### src/hw/i2cms_pkg.sv
// Constants, register map and types of the I2C master sequencer.
// Assumes one 200 MHz clock and an APB slave with 32-bit data.
package i2cms_pkg;

	// ------------------------------------------------------------
	// Register indices and APB byte addresses
	// ------------------------------------------------------------
	localparam logic [7:0] CR_IDX = 8'h10;
	localparam logic [7:0] CCR_IDX = 8'h11;
	localparam logic [7:0] IN_IDX = 8'h06;
	localparam logic [7:0] SR1_IDX = 8'h07;
	localparam logic [7:0] SR2_IDX = 8'h08;
	localparam logic [7:0] OUT_IDX = 8'h15;
	localparam logic [9:0] CR_ADDR = {CR_IDX, 2'h0};
	localparam logic [9:0] CCR_ADDR = {CCR_IDX, 2'h0};
	localparam logic [9:0] IN_ADDR = {IN_IDX, 2'h0};
	localparam logic [9:0] SR1_ADDR = {SR1_IDX, 2'h0};
	localparam logic [9:0] SR2_ADDR = {SR2_IDX, 2'h0};
	localparam logic [9:0] OUT_ADDR = {OUT_IDX, 2'h0};
	localparam logic [7:0] CR_RST = 8'h00;
	localparam logic [7:0] CCR_RST = 8'h00;

	// ------------------------------------------------------------
	// Field positions
	// ------------------------------------------------------------
	localparam int PE_POS = 5;
	localparam int SR1_EVF = 7;
	localparam int SR1_TEN_BIT_HEADER_SENT_FLAG = 6;
	localparam int SR1_TRA = 5;
	localparam int SR1_BUSY = 4;
	localparam int SR1_BTF = 3;
	localparam int SR1_MSL = 1;
	localparam int SR1_SB = 0;
	localparam int SR2_AF = 4;
	localparam int SR2_ARBITRATION_LOST_FLAG = 2;
	localparam int SR2_BUS_ERROR_FLAG = 1;

	// ------------------------------------------------------------
	// Protocol and divider constants
	// ------------------------------------------------------------
	localparam logic [4:0] HDR10 = 5'h1E;
	localparam logic [3:0] LAST_BIT = 4'h8;
	localparam logic [8:0] STD_MUL = 9'h003;
	localparam logic [8:0] STD_ADD = 9'h00B;
	localparam logic [8:0] FAST_MUL = 9'h002;
	localparam logic [8:0] FAST_ADD = 9'h009;

	typedef struct packed {
		logic [1:0] unused;
		logic peripheral_enable;
		logic general_call_enable;
		logic start_req;
		logic ack_enable;
		logic stop_req;
		logic interrupt_enable_bit;
	} i2cms_ctrl_t;

	typedef struct packed {
		logic fast_standard_select;
		logic [6:0] scl_divider_value;
	} i2cms_ccr_t;

	typedef enum logic [8:0] {
		ST_IDLE = 9'h001,
		ST_RS_LO = 9'h002,
		ST_RS_HI = 9'h004,
		ST_START = 9'h008,
		ST_WAIT = 9'h010,
		ST_BIT = 9'h020,
		ST_HOLD = 9'h040,
		ST_STOP_A = 9'h080,
		ST_STOP_B = 9'h100
	} i2cms_state_t;

	typedef enum logic [2:0] {
		W_SB, W_TEN_BIT_HEADER_SENT_FLAG, W_ADDR, W_TX, W_RX
	} i2cms_wait_t;

	typedef enum logic [1:0] {
		B_ADDR1, B_ADDR2, B_DATA
	} i2cms_byte_t;

	// SCL period in clock cycles for the selected bus mode.
	function automatic logic [8:0] scl_period(input logic fs, input logic [6:0] cc);
		return fs ? ({2'h0, cc} * STD_MUL + STD_ADD) : ({2'h0, cc} * FAST_MUL + FAST_ADD);
	endfunction

endpackage

### src/hw/i2cms_top.sv
// I2C master sequencer with APB register access and open-drain SDA/SCL.
// Assumes SDA/SCL inputs already synchronous to ref_clk and external pull-ups.
`timescale 1ns/1ps
module i2cms_top
	import i2cms_pkg::*;
(
	input wire logic ref_clk,
	input wire logic reset,
	input wire logic psel,
	input wire logic penable,
	input wire logic pwrite,
	input wire logic [9:0] paddr,
	input wire logic [31:0] pwdata,
	output logic [31:0] prdata,
	output logic pready,
	output logic pslverr,
	input wire logic interface_interrupt_mask,
	output logic irq,
	output logic pins_alt_sel,
	input wire logic sda_in,
	output logic sda_out,
	output logic sda_oe,
	input wire logic scl_in,
	output logic scl_out,
	output logic scl_oe
);

	// ------------------------------------------------------------
	// APB slave
	// ------------------------------------------------------------
	i2cms_ctrl_t ctrl_ff, nxt_ctrl;
	i2cms_ccr_t ccr_ff;
	logic [31:0] prdata_ff;
	logic [7:0] in_ff, shift_ff;
	logic sb_ff, ten_bit_header_sent_flag_ff, btf_ff, tra_ff, busy_ff, msl_ff, af_ff, arbitration_lost_flag_ff, bus_error_flag_ff;
	logic addr_ev_ff, sr1_seen_ff, irq_ff, event_flag;
	logic ev_sb_ff, ev_ten_bit_header_sent_flag_ff, ev_addr_ff, ev_btx_ff, ev_brx_ff, ev_af_ff, ev_arbitration_lost_flag_ff;
	logic ev_bus_error_flag_ff, start_clr_ff, stop_clr_ff;
	logic sda_low_ff, scl_low_ff, sda_q_ff, scl_q_ff, rx_ff, phase_ff;
	logic [3:0] bit_ff;
	logic [8:0] cnt_ff;
	i2cms_state_t state_ff;
	i2cms_wait_t wkind_ff;
	i2cms_byte_t bkind_ff;

	logic acc, wr, rd, mapped, rel_out, rel_cr, rel_in, in_wait, start_det, stop_det;
	logic stretch, adv;
	logic [8:0] period, lo_len, hi_len, lim;

	// Zero wait states keep the host handshake simple; read data is captured in setup.
	assign pready = 1'b1;
	assign acc = psel && penable;
	assign wr = acc && pwrite;
	assign rd = acc && !pwrite;
	assign mapped = (paddr == CR_ADDR) || (paddr == CCR_ADDR) || (paddr == IN_ADDR) ||
		(paddr == SR1_ADDR) || (paddr == SR2_ADDR) || (paddr == OUT_ADDR);
	assign pslverr = acc && !mapped;
	assign prdata = prdata_ff;
	assign event_flag = sb_ff || ten_bit_header_sent_flag_ff || btf_ff || af_ff || arbitration_lost_flag_ff || bus_error_flag_ff || addr_ev_ff;

	always_ff @(posedge ref_clk) begin
		if (reset) begin
			prdata_ff <= 32'h00000000;
		end else if (psel && !penable) begin
			case (paddr)
				CR_ADDR: prdata_ff <= {24'h000000, ctrl_ff};
				CCR_ADDR: prdata_ff <= {24'h000000, ccr_ff};
				IN_ADDR: prdata_ff <= {24'h000000, in_ff};
				SR1_ADDR: prdata_ff <= {24'h000000, event_flag, ten_bit_header_sent_flag_ff, tra_ff, busy_ff, btf_ff,
					1'b0, msl_ff, sb_ff};
				SR2_ADDR: prdata_ff <= {27'h0000000, af_ff, 1'b0, arbitration_lost_flag_ff, bus_error_flag_ff, 1'b0};
				default: prdata_ff <= 32'h00000000;
			endcase
		end
	end

	// ------------------------------------------------------------
	// Control and clock control registers
	// ------------------------------------------------------------
	always_comb begin
		nxt_ctrl = ctrl_ff;
		if (start_clr_ff) begin
			nxt_ctrl.start_req = 1'b0;
		end
		if (stop_clr_ff) begin
			nxt_ctrl.stop_req = 1'b0;
		end
		// A software write lands after the hardware clears, so a set is never lost.
		if (wr && paddr == CR_ADDR) begin
			if (!ctrl_ff.peripheral_enable) begin
				nxt_ctrl.peripheral_enable = pwdata[PE_POS];
			end else begin
				nxt_ctrl = pwdata[7:0];
				nxt_ctrl.unused = 2'h0;
			end
		end
		if (!nxt_ctrl.peripheral_enable) begin
			nxt_ctrl = {CR_RST[7:2], nxt_ctrl.stop_req, CR_RST[0]};
		end
	end

	always_ff @(posedge ref_clk) begin
		if (reset) begin
			ctrl_ff <= CR_RST;
			ccr_ff <= CCR_RST;
		end else begin
			ctrl_ff <= nxt_ctrl;
			if (wr && paddr == CCR_ADDR) begin
				ccr_ff <= pwdata[7:0];
			end
		end
	end

	assign pins_alt_sel = ctrl_ff.peripheral_enable;

	// ------------------------------------------------------------
	// Line monitor
	// ------------------------------------------------------------
	assign start_det = scl_q_ff && scl_in && sda_q_ff && !sda_in;
	assign stop_det = scl_q_ff && scl_in && !sda_q_ff && sda_in;

	always_ff @(posedge ref_clk) begin
		if (reset) begin
			sda_q_ff <= 1'b1;
			scl_q_ff <= 1'b1;
			busy_ff <= 1'b0;
		end else begin
			sda_q_ff <= sda_in;
			scl_q_ff <= scl_in;
			if (ctrl_ff.peripheral_enable) begin
				if (start_det) begin
					busy_ff <= 1'b1;
				end else if (stop_det || ev_bus_error_flag_ff) begin
					busy_ff <= 1'b0;
				end
			end
		end
	end

	// ------------------------------------------------------------
	// Bit timing
	// ------------------------------------------------------------
	assign period = scl_period(ccr_ff.fast_standard_select, ccr_ff.scl_divider_value);
	assign lo_len = period >> 1;
	assign hi_len = period - lo_len;
	assign lim = (state_ff == ST_BIT && phase_ff) ? hi_len : lo_len;
	// A slave holding SCL low freezes the count of the high phase.
	assign stretch = !scl_low_ff && !scl_in;
	assign adv = (cnt_ff >= lim - 9'h001) && !stretch;

	assign in_wait = state_ff == ST_WAIT;
	assign rel_out = wr && paddr == OUT_ADDR && sr1_seen_ff && in_wait &&
		(wkind_ff == W_SB || wkind_ff == W_TEN_BIT_HEADER_SENT_FLAG || wkind_ff == W_TX);
	assign rel_cr = wr && paddr == CR_ADDR && sr1_seen_ff && in_wait && wkind_ff == W_ADDR;
	assign rel_in = rd && paddr == IN_ADDR && sr1_seen_ff && in_wait && wkind_ff == W_RX;

	// ------------------------------------------------------------
	// Master sequencer
	// ------------------------------------------------------------
	always_ff @(posedge ref_clk) begin
		if (reset || !ctrl_ff.peripheral_enable) begin
			state_ff <= ST_IDLE;
			scl_low_ff <= 1'b0;
			sda_low_ff <= 1'b0;
			cnt_ff <= 9'h000;
			phase_ff <= 1'b0;
			bit_ff <= 4'h0;
			msl_ff <= 1'b0;
			rx_ff <= 1'b0;
			shift_ff <= 8'h00;
			in_ff <= 8'h00;
			wkind_ff <= W_SB;
			bkind_ff <= B_ADDR1;
			{ev_sb_ff, ev_ten_bit_header_sent_flag_ff, ev_addr_ff, ev_btx_ff, ev_brx_ff} <= 5'h00;
			{ev_af_ff, ev_arbitration_lost_flag_ff, ev_bus_error_flag_ff, start_clr_ff, stop_clr_ff} <= 5'h00;
		end else begin
			{ev_sb_ff, ev_ten_bit_header_sent_flag_ff, ev_addr_ff, ev_btx_ff, ev_brx_ff} <= 5'h00;
			{ev_af_ff, ev_arbitration_lost_flag_ff, ev_bus_error_flag_ff, start_clr_ff, stop_clr_ff} <= 5'h00;
			cnt_ff <= adv ? 9'h000 : (stretch ? cnt_ff : cnt_ff + 9'h001);
			case (state_ff)
				ST_IDLE: begin
					cnt_ff <= 9'h000;
					if (ctrl_ff.start_req && !busy_ff) begin
						msl_ff <= 1'b1;
						state_ff <= ST_RS_HI;
					end
				end
				ST_RS_LO: begin
					sda_low_ff <= 1'b0;
					if (adv) begin
						scl_low_ff <= 1'b0;
						state_ff <= ST_RS_HI;
					end
				end
				ST_RS_HI: begin
					if (adv) begin
						sda_low_ff <= 1'b1;
						state_ff <= ST_START;
					end
				end
				ST_START: begin
					if (adv) begin
						scl_low_ff <= 1'b1;
						ev_sb_ff <= 1'b1;
						start_clr_ff <= 1'b1;
						bkind_ff <= B_ADDR1;
						wkind_ff <= W_SB;
						state_ff <= ST_WAIT;
					end
				end
				ST_WAIT: begin
					cnt_ff <= 9'h000;
					if (rel_out) begin
						shift_ff <= pwdata[7:0];
						sda_low_ff <= !pwdata[7];
						rx_ff <= 1'b0;
						bkind_ff <= (wkind_ff == W_SB) ? B_ADDR1 :
							((wkind_ff == W_TEN_BIT_HEADER_SENT_FLAG) ? B_ADDR2 : B_DATA);
						bit_ff <= 4'h0;
						phase_ff <= 1'b0;
						state_ff <= ST_BIT;
					end else if (rel_cr) begin
						if (rx_ff) begin
							sda_low_ff <= 1'b0;
							bkind_ff <= B_DATA;
							bit_ff <= 4'h0;
							phase_ff <= 1'b0;
							state_ff <= ST_BIT;
						end else begin
							wkind_ff <= W_TX;
						end
					end else if (rel_in) begin
						if (ctrl_ff.stop_req) begin
							sda_low_ff <= 1'b1;
							state_ff <= ST_STOP_A;
						end else begin
							sda_low_ff <= 1'b0;
							bit_ff <= 4'h0;
							phase_ff <= 1'b0;
							state_ff <= ST_BIT;
						end
					end else if (ctrl_ff.stop_req && wkind_ff != W_RX) begin
						sda_low_ff <= 1'b1;
						state_ff <= ST_STOP_A;
					end else if (ctrl_ff.start_req && wkind_ff != W_SB) begin
						state_ff <= ST_RS_LO;
					end
				end
				ST_BIT: begin
					if (start_det || stop_det) begin
						ev_bus_error_flag_ff <= 1'b1;
						scl_low_ff <= 1'b0;
						state_ff <= ST_HOLD;
					end else if (adv && !phase_ff) begin
						scl_low_ff <= 1'b0;
						phase_ff <= 1'b1;
					end else if (adv && !sda_low_ff && !sda_in && !rx_ff && bit_ff != LAST_BIT) begin
						ev_arbitration_lost_flag_ff <= 1'b1;
						msl_ff <= 1'b0;
						sda_low_ff <= 1'b0;
						state_ff <= ST_IDLE;
					end else if (adv) begin
						phase_ff <= 1'b0;
						scl_low_ff <= 1'b1;
						if (bit_ff != LAST_BIT) begin
							shift_ff <= {shift_ff[6:0], sda_in};
							bit_ff <= bit_ff + 4'h1;
							if (bit_ff == LAST_BIT - 4'h1) begin
								sda_low_ff <= rx_ff && ctrl_ff.ack_enable;
							end else begin
								sda_low_ff <= !rx_ff && !shift_ff[6];
							end
						end else if (!rx_ff && sda_in) begin
							ev_af_ff <= 1'b1;
							scl_low_ff <= 1'b0;
							state_ff <= ST_HOLD;
						end else begin
							sda_low_ff <= 1'b0;
							state_ff <= ST_WAIT;
							if (rx_ff) begin
								in_ff <= shift_ff;
								ev_brx_ff <= 1'b1;
								wkind_ff <= W_RX;
							end else if (bkind_ff == B_ADDR1 && shift_ff[7:3] == HDR10 &&
								!shift_ff[0]) begin
								ev_ten_bit_header_sent_flag_ff <= 1'b1;
								wkind_ff <= W_TEN_BIT_HEADER_SENT_FLAG;
							end else if (bkind_ff != B_DATA) begin
								rx_ff <= (bkind_ff == B_ADDR1) && shift_ff[0];
								ev_addr_ff <= 1'b1;
								wkind_ff <= W_ADDR;
							end else begin
								ev_btx_ff <= 1'b1;
								wkind_ff <= W_TX;
							end
						end
					end
				end
				ST_HOLD: begin
					cnt_ff <= 9'h000;
					if (ctrl_ff.start_req) begin
						scl_low_ff <= 1'b1;
						state_ff <= ST_RS_LO;
					end else if (ctrl_ff.stop_req) begin
						scl_low_ff <= 1'b1;
						sda_low_ff <= 1'b1;
						state_ff <= ST_STOP_A;
					end
				end
				ST_STOP_A: begin
					if (adv) begin
						scl_low_ff <= 1'b0;
						state_ff <= ST_STOP_B;
					end
				end
				ST_STOP_B: begin
					if (adv) begin
						sda_low_ff <= 1'b0;
						stop_clr_ff <= 1'b1;
						msl_ff <= 1'b0;
						state_ff <= ST_IDLE;
					end
				end
				default: begin
					state_ff <= ST_IDLE;
				end
			endcase
		end
	end

	// ------------------------------------------------------------
	// Status flags
	// ------------------------------------------------------------
	always_ff @(posedge ref_clk) begin
		if (reset || !ctrl_ff.peripheral_enable) begin
			{sb_ff, ten_bit_header_sent_flag_ff, btf_ff, tra_ff, addr_ev_ff} <= 5'h00;
			{af_ff, arbitration_lost_flag_ff, bus_error_flag_ff, sr1_seen_ff} <= 4'h0;
		end else begin
			sb_ff <= ev_sb_ff || (sb_ff && !(rel_out && wkind_ff == W_SB));
			ten_bit_header_sent_flag_ff <= ev_ten_bit_header_sent_flag_ff || (ten_bit_header_sent_flag_ff && !(rel_out && wkind_ff == W_TEN_BIT_HEADER_SENT_FLAG));
			addr_ev_ff <= ev_addr_ff || (addr_ev_ff && !rel_cr);
			btf_ff <= ev_btx_ff || ev_brx_ff || (btf_ff && !rel_out && !rel_in);
			tra_ff <= ev_btx_ff || (tra_ff && !rel_out && !rel_in && !ev_arbitration_lost_flag_ff && !stop_det);
			af_ff <= ev_af_ff || (af_ff && !(rd && paddr == SR2_ADDR));
			arbitration_lost_flag_ff <= ev_arbitration_lost_flag_ff || (arbitration_lost_flag_ff && !(rd && paddr == SR2_ADDR));
			bus_error_flag_ff <= ev_bus_error_flag_ff || (bus_error_flag_ff && !(rd && paddr == SR2_ADDR));
			sr1_seen_ff <= (rd && paddr == SR1_ADDR) || (sr1_seen_ff && !rel_out && !rel_cr &&
				!rel_in);
		end
	end

	always_ff @(posedge ref_clk) begin
		if (reset) begin
			irq_ff <= 1'b0;
		end else begin
			irq_ff <= event_flag && ctrl_ff.interrupt_enable_bit && interface_interrupt_mask;
		end
	end

	assign irq = irq_ff;
	assign sda_out = 1'b0;
	assign scl_out = 1'b0;
	assign sda_oe = sda_low_ff;
	assign scl_oe = scl_low_ff;
endmodule

### config.mk
export PLATFORM = sky130hd
export DESIGN_NAME = i2cms_top
export DESIGN_NICKNAME = d
export VERILOG_FILES = /design/src/hw/i2cms_pkg.sv /design/src/hw/i2cms_top.sv
export SDC_FILE = /design/constraint.sdc
export NUM_CORES = 1
export LEC_CHECK = 0
export BUFFER_PORTS_ARGS = -buffer_cell sky130_fd_sc_hd__buf_4
export CAP_MARGIN = 20
export CORE_MARGIN = 1.5
export CORE_UTILIZATION = 40
export CTS_BUF_LIST = sky130_fd_sc_hd__clkbuf_4
export CTS_CLUSTER_SIZE = 25
export DETAILED_ROUTE_END_ITERATION = 8
export MAX_ROUTING_LAYER = met4
export PLACE_DENSITY_LB_ADDON = 0.08
export SLEW_MARGIN = 20
export SYNTH_ARGS = -nofsm -noshare
export SYNTH_HDL_FRONTEND = slang
export SYNTH_SLANG_ARGS = --single-unit
### constraint.sdc
create_clock -name ref_clk -period 5.1 [get_ports ref_clk]
set_input_delay 1.02 -clock ref_clk [delete_from_list [all_inputs] [get_ports ref_clk]]
set_output_delay 1.02 -clock ref_clk [all_outputs]
set_load 0.1 [all_outputs]
==> results.toml, run 1 <==
[grt]
grt_pass1_vias = 5778
antenna_found_initial = 1
grt_max_degree = 26
grt-ovfl-total = 0
globalRouteTotalUtil = 0.2335
grt_pass1_wl_um = 29410

[clocking]
cts_buffer_depth = 2
cts_tree = "built"
clkSinkCount = 92
cts_made_buffers = 9
path_clk_slew_ns = 0.16
cts_hold_buf = 0
clock_latency_ns = 0.49
root_buffer = "clkbuf_4"
htreeDepth = 3

[detailed_routing]
vias_per_cell = 5.510
detail_route.first_pass.iterations = 6
remaining_drc_errors = 0
drt-total-wl_um = 18580
ant_nets = 0
wl_per_cell_um = 16.94
drtIter0Drc = 347
vias = 6044

[power_and_ir_drop]
clkPwrFrac = 0.326
ir_drop_mv = 0.1340
switching_share = 0.3205
p_leak_nw = 3.131
p_sw_mw = 0.4295
power_mw = 1.340
p_seq_frac = 0.542
internal_power_mw = 0.9103
power_density_nw_per_um2 = 173.7
comb_power_share = 0.133

[timing]
worst_pin_slew_ns = 0.9688
fmax_mhz = 198.0
fin_crit_ns = 5.050
hold_viol = 0
setup_viol = 0
post-route-period-util = 0.9901
finClkSkew_ns = 0.02277
slew_violations = 0
timing.hold.ws_ns = 0.4612
rsz0062_at_grt = "yes"
max_slew_margin = 0.3541
timing.final.ws_setup_ns = 0.05044

[setup_path]
crit_type = "reg2reg"
start_kind = "register"
crit_family = "compound AO/OA/AOI/OAI gates"
critPathSlowestCell = "dfxtp_2"
worst-path-max-fanout = 9
crit_path_end_kind = "register"
path_cells = "buf_4 -> ha_1 -> ha_4 -> nand2_1 -> o2111a_1 -> a211o_1 -> ha_4 -> a21oi_4 -> o311ai_1 -> nand3_2 -> nor2_1 -> o31a_1 -> nor2_1 -> xnor2_1 -> a21oi_2 -> xnor2_2 -> ha_1 -> and3_4 -> a21oi_4 -> a221o_1 -> a21oi_4 -> buf_12 -> buf_4 -> o211a_1"
slowest_delay_ns = 0.35
crit_arrival_ns = 5.46
crit_top_cell = "a21oi_4"
crit_buf_inv = 3
worstPathRequired_ns = 5.51

[cells_and_area]
fillers = 1522
drive_gt1_frac = 0.2418
finalInstanceArea_um2 = 7712
finish.utilization = 0.5018
syn2layout_area_growth_pct = 21.53
num-nets-final = 965

[placed_design]
gp_congestion = 0.8791
placed_area_um2 = 7098
hpwl_um = 14140
port-buffer-count = 38
pre_cts_ws_ns = -0.2821

[synthesis]
synthCells = 805
yosys_warnings = 0
synth_async_sr_flop_share = 0
synth-seq-cells = 92
synth_area_um2 = 6346
ys.flop_type = "dfxtp_1"
ys_types = 80
syn_avg_cell_area_um2 = 7.883
seq_area_frac_synth = 0.2902
synth_edf_count = 0

[die]
die_w_um = 129.0
die_y_um = 129.0
start_util = 0.4129
num_rows = 45
die_area_um2 = 16630
ios = 90
coreArea_um2 = 15370

[run]
drv_cap = 0

[status]
status = "finished clean"

[min_path]
min_path_type = "reg2reg"
-- cell families after synthesis --
| family | Yosys count | share of synthesized area |
|---|---|---|
| compound gates | 186 | 0.2047 |
| xor+xnor | 31 | 0.04278 |
| fa+ha+maj | 35 | 0.07019 |
| buf+inv | 103 | 0.08064 |
| flops | 92 | 0.2902 |
| mux | 28 | 0.04515 |
| other cells | 2 | 0.001183 |
| simple gates | 328 | 0.2652 |
-- flip-flops by register name, indices dropped and copies added (netlist names), 2 cells and up --
name / flops
ccr_ff: 8
state_ff: 9
prdata: 8
cnt_ff: 9
ctrl_ff: 5
shift_ff: 8
bit_ff: 4
bkind_ff: 2
wkind_ff: 3
in_ff: 8
-- cell type report --
cell class	count	area [um2]	share of cell area
tap	211	264.0	0.03423
antenna	1	2.502	0.0003245
timing repair buffer	103	822.0	0.1066
clock inverter	7	82.58	0.01071
clock buffer	9	67.56	0.008761
sequential	92	1844	0.2391
multi-input combinational	635	4483	0.5813
inverter	39	146.4	0.01898
-- path summary, 6_finish.rpt --
| kind | slack [ns] | end | depth (start not counted) | startpoint |
|---|---|---|---|---|
| max | 0.05 | state_ff[7]$_SDFFE_PP0P_ | 24 | ccr_ff[3]$_SDFFE_PP0P_ |
| min | 0.46 | addr_ev_ff$_SDFF_PP0_ | 2 | ev_addr_ff$_SDFF_PP0_ |
| max reg2reg | 0.05 | state_ff[7]$_SDFFE_PP0P_ | 24 | ccr_ff[3]$_SDFFE_PP0P_ |
| min reg2reg | 0.46 | addr_ev_ff$_SDFF_PP0_ | 2 | ev_addr_ff$_SDFF_PP0_ |
-- routing by layer --
layer / global-route usage / up-vias / wire length [um]
met3: 0.03160 / 21 / 682
met1: 0.2961 / 2912 / 8550
li1: - / 2983 / -
met5: - / - / 0
met4: 0.06411 / 0 / 264
met2: 0.3897 / 128 / 9084
-- worst reg2reg max path, cell delays in order (launching register included) --
cell and delay [ns]:
dfxtp_2 0.35, buf_4 0.13, ha_1 0.32, ha_4 0.30, nand2_1 0.07, o2111a_1 0.23, a211o_1 0.29, ha_4 0.27
a21oi_4 0.23, o311ai_1 0.15, nand3_2 0.12, nor2_1 0.05, o31a_1 0.34, nor2_1 0.13, xnor2_1 0.17, a21oi_2 0.11
xnor2_2 0.14, ha_1 0.29, and3_4 0.18, a21oi_4 0.24, a221o_1 0.34, a21oi_4 0.06, buf_12 0.15, buf_4 0.14
o211a_1 0.19
-- per-stage QoR --
step                      std cells  TNS (ns)
after floorplan                 830         0
after global placement         1072    -6.758
after detailed placement       1072    -6.278
after CTS                      1091         0
after global routing           1097    -5.301
final                          1097         0
-- cells in the mapped netlist, types with 19 or more instances --
library cell / instances / area share
clkbuf_1: 24 / 0.014
dfxtp_1: 92 / 0.29
nand2_1: 54 / 0.032
nand3_1: 29 / 0.023
a21oi_1: 66 / 0.052
ha_1: 34 / 0.067
buf_4: 31 / 0.037
o21ai_0: 20 / 0.016
nor3_1: 30 / 0.024
xnor2_1: 19 / 0.026
nor2_1: 107 / 0.063
inv_1: 37 / 0.022
mux2i_1: 23 / 0.036
-- cell usage in the layout (no fill, tap or decap), types with 9 or more instances in the layout --
cell and n:
nor2_1 100, buf_4 97, dfxtp_1 90, a21oi_1 56, nand2_1 52, inv_1 35, nor3_1 28, nand3_1 27
conb_1 27, ha_1 26, mux2i_1 23, xnor2_1 16, o21ai_0 16, nand4_1 13, nand2b_1 13, nor2b_1 12
a21o_1 11, a211oi_1 11, xor2_1 10, a21oi_2 9, clkbuf_4 9
-- power by group through the flow --
stage               clock [mW]  combinational, mW  sequential (mW)
finish                   0.437              0.178            0.726
global route             0.478              0.185            0.726
CTS                      0.449              0.176            0.726
detailed placement           0              0.175            0.741
global placement             0              0.175            0.741
floorplan                    0              0.134            0.763
-- timing repair --
item,CTS,global route
gates cloned,0,0
pin swaps,6,32
resized for setup,19,58
setup buffers,3,5
endpoints found under the setup margin,48,54
Note: power is estimated with default switching activity, not from simulation.
==> inputs of run 2 (changes only) <==
--- a/config.mk
+++ b/config.mk
@@ -6,14 +6,14 @@
 export NUM_CORES = 1
 export LEC_CHECK = 0
 export BUFFER_PORTS_ARGS = -buffer_cell sky130_fd_sc_hd__buf_4
-export CAP_MARGIN = 20
+export CAP_MARGIN = 30
 export CORE_MARGIN = 1.5
 export CORE_UTILIZATION = 40
 export CTS_BUF_LIST = sky130_fd_sc_hd__clkbuf_4
 export CTS_CLUSTER_SIZE = 25
 export DETAILED_ROUTE_END_ITERATION = 8
 export MAX_ROUTING_LAYER = met4
-export PLACE_DENSITY_LB_ADDON = 0.08
+export PLACE_DENSITY = 0.71
 export SLEW_MARGIN = 20
 export SYNTH_ARGS = -nofsm -noshare
 export SYNTH_HDL_FRONTEND = slang
==> run 2 against run 1 <==
Compared with the run above:
- flip-flop and latch count stayed put
- first-iteration DRC count rose by 59%
- wire length decreased by 5.8%
- the run now ends with setup timing left
- utilization up 0.46 points
- clock skew is 0.0023 ns higher
- die area is the same
- highest routed layer unchanged
- sequential power about the same
- critical path type unchanged
- sequential share of layout area is 0.20 points lower
- clock power shrank 8.9%
- count of clock-buffer cells in the layout stayed put
- critical path depth unchanged
==> results.toml, run 2 (synthesis results as in run 1) <==
[status]
status = "finished, violations left"
violations = "setup timing"

[timing]
slew_violations = 0
worst_pin_slew_ns = 0.6624
hold_viol = 0
max_slew_margin = 0.5544
fin_crit_ns = 5.113
setup_viol = 2
finClkSkew_ns = 0.02511
rsz0062_at_grt = "yes"
timing.final.ws_setup_ns = -0.01292
post-route-period-util = 1.003
fmax_mhz = 195.6

[setup_path]
slowest_delay_ns = 0.48
start_kind = "register"
crit_type = "reg2reg"
crit_path_end_kind = "register"
r2r_slack_ns = -0.01
reg2regPathDepth = 24
reg2reg_to = "state_ff[7]$_SDFFE_PP0P_"
crit_family = "compound AO/OA/AOI/OAI gates"
rr_startpoint = "ccr_ff[2]$_SDFFE_PP0P_"
worstPathRequired_ns = 5.48
crit_buf_inv = 3
worst-path-max-fanout = 7
critPathSlowestCell = "a221o_2"
crit_top_cell = "a21oi_4"
crit_arrival_ns = 5.49
path_cells = "buf_4 -> ha_1 -> ha_4 -> nand4_1 -> and3_4 -> o31ai_4 -> buf_6 -> ha_4 -> a21oi_4 -> buf_4 -> o311ai_1 -> a21oi_2 -> xnor2_2 -> o2111ai_2 -> a211oi_2 -> o31a_1 -> a21oi_2 -> ha_1 -> and3_4 -> a21oi_4 -> a221o_2 -> a21oi_4 -> o211ai_1 -> o211a_1"

[clocking]
htreeDepth = 3
clock_latency_ns = 0.49
path_clk_slew_ns = 0.18
cts_made_buffers = 9
root_buffer = "clkbuf_4"
cts_buffer_depth = 2
clkSinkCount = 92
cts_hold_buf = 0
cts_tree = "built"

[detailed_routing]
ant_nets = 0
remaining_drc_errors = 0
detail_route.first_pass.iterations = 5
drtIter0Drc = 550
vias_per_cell = 5.518
drt-total-wl_um = 17500
vias = 6125
wl_per_cell_um = 15.77

[grt]
globalRouteTotalUtil = 0.2166
grt_pass1_vias = 5692
grt_pass1_wl_um = 27950
grt-ovfl-total = 0
grt_max_degree = 26
antenna_found_initial = 0

[cells_and_area]
antennaDiodeCount = 0
drive_gt1_frac = 0.2592
syn2layout_area_growth_pct = 22.65
layout_common_cells = "buf_4 (106), nor2_1 (104), dfxtp_1 (89), a21oi_1 (53), nand2_1 (51)"
num-nets-final = 979
finalInstanceArea_um2 = 7784
reg.largest.list = "cnt_ff: 9 flops, state_ff: 9 flops"
layout_commonest_cell = "buf_4"

[power_and_ir_drop]
p_leak_nw = 3.182
p_sw_mw = 0.4357
comb_power_share = 0.136
internal_power_mw = 0.8649
switching_share = 0.3350
ir_drop_mv = 0.1152
clkPwrFrac = 0.306
p_seq_frac = 0.558
power_mw = 1.301
power_density_nw_per_um2 = 167.1

[placed_design]
gp_congestion = 0.9334
placed_area_um2 = 7131
port-buffer-count = 38
pre_cts_ws_ns = -0.2961
hpwl_um = 12740

[die]
die_w_um = 129.0
die_y_um = 129.0
coreArea_um2 = 15370
num_rows = 45
ios = 90
start_util = 0.4129
die_area_um2 = 16630

[min_path]
hold_end = "btf_ff$_SDFF_PP0_"
min_path_type = "reg2reg"
hold_start = "ev_brx_ff$_SDFF_PP0_"
holdPathStages = 2

[run]
drv_cap = 0
run 2: cell types whose count changed in the layout (fill, tap and decap cells not counted), moves of 3 or more:
cell / before / now
a211oi_1: 11 / 17
inv_1: 35 / 32
nor2_1: 100 / 104
inv_2: 4 / 7
a21oi_1: 56 / 53
a211oi_2: 8 / 2
buf_4: 97 / 106
buf_6: 3 / 9
nor2_2: 7 / 3
a21oi_2: 9 / 13
run 2: power groups by stage:
stage / combinational [mW] / sequential, mW / clock [mW]
after global placement: 0.174 / 0.741 / 0
after floorplan: 0.134 / 0.763 / 0
after CTS: 0.175 / 0.725 / 0.401
after global routing: 0.184 / 0.726 / 0.431
after detailed placement: 0.175 / 0.741 / 0
final: 0.177 / 0.726 / 0.398
run 2: final cells by class:
class	instances	area, um2
Inverter	39	146.4
Fill cell	1463	7587
Sequential cell	92	1846
Multi-Input combinational cell	636	4478
Clock buffer	9	67.56
Timing Repair Buffer	116	917.1
Tap cell	211	264.0
Clock inverter	7	65.06
run 2: worst reg2reg max path, delay by kind of cell, from the launching register on:
kind,cells,cell delay (ns)
compound gates,13,2.43
xor+xnor,1,0.14
fa+ha+maj,4,1.10
buf+inv,3,0.43
flops,1,0.36
simple gates,3,0.52
run 2: per-stage QoR:
stage / TNS, ns / util / hold slack (ns) / cells
finish: -0.02187 / 0.5064 / 0.4635 / 1110
floorplan: 0 / - / 0.4130 / 830
global route: -5.186 / 0.5064 / 0.4947 / 1110
detailed placement: -6.988 / 0.4639 / 0.4303 / 1078
global placement: -5.634 / 0.4639 / 0.4222 / 1078
CTS: 0 / 0.4865 / 0.4664 / 1102
run 2: how the worst max path moves through the flow:
stage | slack (ns) | from | to | cells past startpoint
6_report | -0.01 | ccr_ff[2]$_SDFFE_PP0P_ | state_ff[7]$_SDFFE_PP0P_ | 24
5_1_grt | -0.23 | ccr_ff[2]$_SDFFE_PP0P_ | state_ff[2]$_SDFFE_PP0P_ | 26
4_1_cts | 0.004 | ccr_ff[2]$_SDFFE_PP0P_ | wkind_ff[1]$_SDFFE_PP0P_ | 29
3_5_place_dp | -0.30 | ccr_ff[2]$_SDFFE_PP0P_ | shift_ff[2]$_SDFFE_PP0P_ | 24
3_3_place_gp | -0.22 | ccr_ff[2]$_SDFFE_PP0P_ | in_ff[6]$_SDFFE_PP0P_ | 25
2_1_floorplan | 0.006 | ccr_ff[2]$_SDFFE_PP0P_ | wkind_ff[0]$_SDFFE_PP0P_ | 28
run 2: metal layers:
metal	global-route usage	part of all wire	vias up
met2	0.3542	0.49	186
met3	0.02536	0.054	26
met4	0.05486	0.015	0
met5	-	0	-
li1	-	-	3011
met1	0.2847	0.44	2902
run 2: what timing repair did:
| action | 4_1_cts | 5_1_grt |
|---|---|---|
| pin swaps | 23 | 47 |
| gates cloned | 0 | 1 |
| buffers inserted | 8 | 6 |
| setup endpoints to repair | 46 | 52 |
| gates resized for setup | 34 | 52 |
==> inputs of run 3 (changes only) <==
--- a/config.mk
+++ b/config.mk
@@ -5,6 +5,7 @@
 export SDC_FILE = /design/constraint.sdc
 export NUM_CORES = 1
 export LEC_CHECK = 0
+export ABC_AREA = 1
 export BUFFER_PORTS_ARGS = -buffer_cell sky130_fd_sc_hd__buf_4
 export CAP_MARGIN = 30
 export CORE_MARGIN = 1.5
@@ -12,7 +13,6 @@
 export CTS_BUF_LIST = sky130_fd_sc_hd__clkbuf_4
 export CTS_CLUSTER_SIZE = 25
 export DETAILED_ROUTE_END_ITERATION = 8
-export MAX_ROUTING_LAYER = met4
 export PLACE_DENSITY = 0.71
 export SLEW_MARGIN = 20
 export SYNTH_ARGS = -nofsm -noshare
==> run 3 against run 2 <==
Compared with the run above:
- the flow now finishes without violations
- combinational power shrank 16%
- synthesized cell count grew 31%
- via count rose by 12%
- sequential share of layout area shrank 0.47 points
- area after synthesis increased by 5.0%
- design area is 2.3% higher
- utilization is 2.1 points lower
- power grew 0.72%
==> results.toml, run 3 <==
[status]
status = "finished clean"

[clocking]
htreeDepth = 3
cts_tree = "built"
cts_made_buffers = 9
path_clk_slew_ns = 0.16
cts_buffer_depth = 2
root_buffer = "clkbuf_4"
clock_latency_ns = 0.46
cts_hold_buf = 0
clkSinkCount = 92

[die]
die_y_um = 132.1
num_rows = 47
ios = 90
start_util = 0.4061
die_w_um = 132.1
die_area_um2 = 17440
coreArea_um2 = 16410

[detailed_routing]
ant_nets = 0
vias_per_cell = 5.093
vias = 6865
drtIter0Drc = 563
detail_route.first_pass.iterations = 6
wl_per_cell_um = 13.89
remaining_drc_errors = 0
drt-total-wl_um = 18720

[cells_and_area]
fillers = 1695
num-nets-final = 1207
seq_area_um2 = 1852
drive_gt1_frac = 0.2023
reg.largest.list = "cnt_ff: 9 flops, state_ff: 9 flops"
finalInstanceArea_um2 = 7966
finish.utilization = 0.4855
layout_common_cells = "nand2_1 (194), nor2_1 (147), inv_1 (142), dfxtp_1 (88), nand3_1 (74)"
syn2layout_area_growth_pct = 19.57
multiInputGateArea_um2 = 4442
layout_commonest_cell = "nand2_1"

[placed_design]
hpwl_um = 14130
placed_area_um2 = 7226
gp_congestion = 1.009
port-buffer-count = 38
pre_cts_ws_ns = -0.08877

[setup_path]
critPathSlowestCell = "dfxtp_4"
crit_type = "reg2reg"
worst-path-max-fanout = 7
slowest_delay_ns = 0.42
crit_arrival_ns = 5.23
start_kind = "register"
worstPathRequired_ns = 5.46
crit_path_end_kind = "register"
crit_top_cell = "nand2_2"

[grt]
globalRouteTotalUtil = 0.2092
grt_pass1_vias = 6399
antenna_found_initial = 1
grt_max_degree = 30
grt_pass1_wl_um = 29830
grt-ovfl-total = 0

[timing]
finClkSkew_ns = 0.02086
post-route-period-util = 0.9536
setup_viol = 0
hold_viol = 0
slew_violations = 0
setup-tns-final_ns = 0
fmax_mhz = 205.6
timing.final.ws_setup_ns = 0.2365
max_slew_margin = 0.6120
worst_pin_slew_ns = 0.5801
fin_crit_ns = 4.864

[synthesis]
synthDominantCellAreaShare = 0.2764
synth_async_sr_flop_share = 0
ys.flop_type = "dfxtp_1"
synthCells = 1054
yosysMostFrequentCell = "nand2_1"
seq_area_frac_synth = 0.2764
ys_top_cells_by_area = "dfxtp_1 (28%), nand2_1 (12%), nor2_1 (8.8%), inv_1 (8.5%), ha_1 (6.4%)"
yosys_warnings = 0
ys_types = 52
synth_common_cells = "nand2_1 (215), nor2_1 (157), inv_1 (151)"
synth_largest_area_cell = "dfxtp_1"
synth-seq-cells = 92
syn_avg_cell_area_um2 = 6.321
synth_area_um2 = 6663
synth_edf_count = 0

[power_and_ir_drop]
ir_drop_mv = 0.1138
power_density_nw_per_um2 = 164.4
p_leak_nw = 3.496

[run]
drv_cap = 0

[min_path]
min_path_type = "reg2reg"
## run 3: cell count changes after synthesis, sizes merged, moves of 10 or more
cell	delta
nand2	+173
clkbuf	-13
mux2i	-23
o22ai	+10
nor2	+64
nand2b	-13
a21oi	-14
inv	+119
nand3	+58
nor2b	-11
a21o	-11
xnor2	-15
o21ai	+27
## run 3: worst paths after layout
| kind | start | end | slack (ns) | depth (start not counted) |
|---|---|---|---|---|
| max | ccr_ff[3]$_SDFFE_PP0P_ | state_ff[7]$_SDFFE_PP0P_ | 0.24 | 37 |
| min | ev_ten_bit_header_sent_flag_ff$_SDFF_PP0_ | ten_bit_header_sent_flag_ff$_SDFF_PP0_ | 0.45 | 2 |
| max reg2reg | ccr_ff[3]$_SDFFE_PP0P_ | state_ff[7]$_SDFFE_PP0P_ | 0.24 | 37 |
| min reg2reg | ev_ten_bit_header_sent_flag_ff$_SDFF_PP0_ | ten_bit_header_sent_flag_ff$_SDFF_PP0_ | 0.45 | 2 |
## run 3: routing by layer
metal,vias up,share of wire,GRT usage
li1,3521,-,-
met1,3113,0.45,0.2681
met2,197,0.48,0.3595
met3,34,0.050,0.03576
met4,0,0.019,0.06235
met5,-,0,0
## run 3: report_power, final
group	internal, mW	switching, mW
clock network	0.164	0.275
logic	0.0215	0.128
registers	0.720	0.00100
## run 3: cells by family after synthesis
| family | count (synthesis) | synth area share |
|---|---|---|
| and+or+nand+nor | 553 | 0.3685 |
| adders and majority gates | 35 | 0.06685 |
| DFF | 92 | 0.2764 |
| other | 2 | 0.001127 |
| AOI/OAI and AO/OA | 154 | 0.1362 |
| buffers and inverters | 207 | 0.1365 |
| xor gates and xnor gates | 11 | 0.01446 |
## run 3: stage by stage
stage / total power, mW / instances / hold WS (ns)
2_1_floorplan: 0.8703 / 1079 / 0.4130
3_3_place_gp: 0.8847 / 1317 / 0.4257
3_5_place_dp: 0.8850 / 1317 / 0.4277
4_1_cts: 1.324 / 1338 / 0.4558
5_1_grt: 1.358 / 1348 / 0.4723
6_report: 1.310 / 1348 / 0.4537
## run 3: layout make-up
| type | instances | share of cell area |
|---|---|---|
| diodes | 1 | 0.0003141 |
| clock inverters | 6 | 0.01005 |
| clock buffers | 10 | 0.009424 |
| multi-input cells | 780 | 0.5576 |
| inverters | 160 | 0.07633 |
| repair buffers | 79 | 0.07932 |
| flip-flops and latches | 92 | 0.2324 |
| well taps | 220 | 0.03455 |
## run 3: what timing repair did
item / CTS / global route
gates resized for setup: 7 / 104
buffers inserted: 5 / 8
setup endpoints to repair: 26 / 53
pin swaps: 3 / 47
hold endpoints to repair: 0 / 0
## run 3: critical path, delay by kind of cell (launching register included)
| kind | cells | cell delay, ns |
|---|---|---|
| AND/OR/NAND/NOR | 19 | 1.57 |
| buffers and inverters | 8 | 0.73 |
| adder cells (fa/ha/maj) | 4 | 1.01 |
| flip-flops | 1 | 0.42 |
| AO/OA/AOI/OAI | 6 | 1.01 |
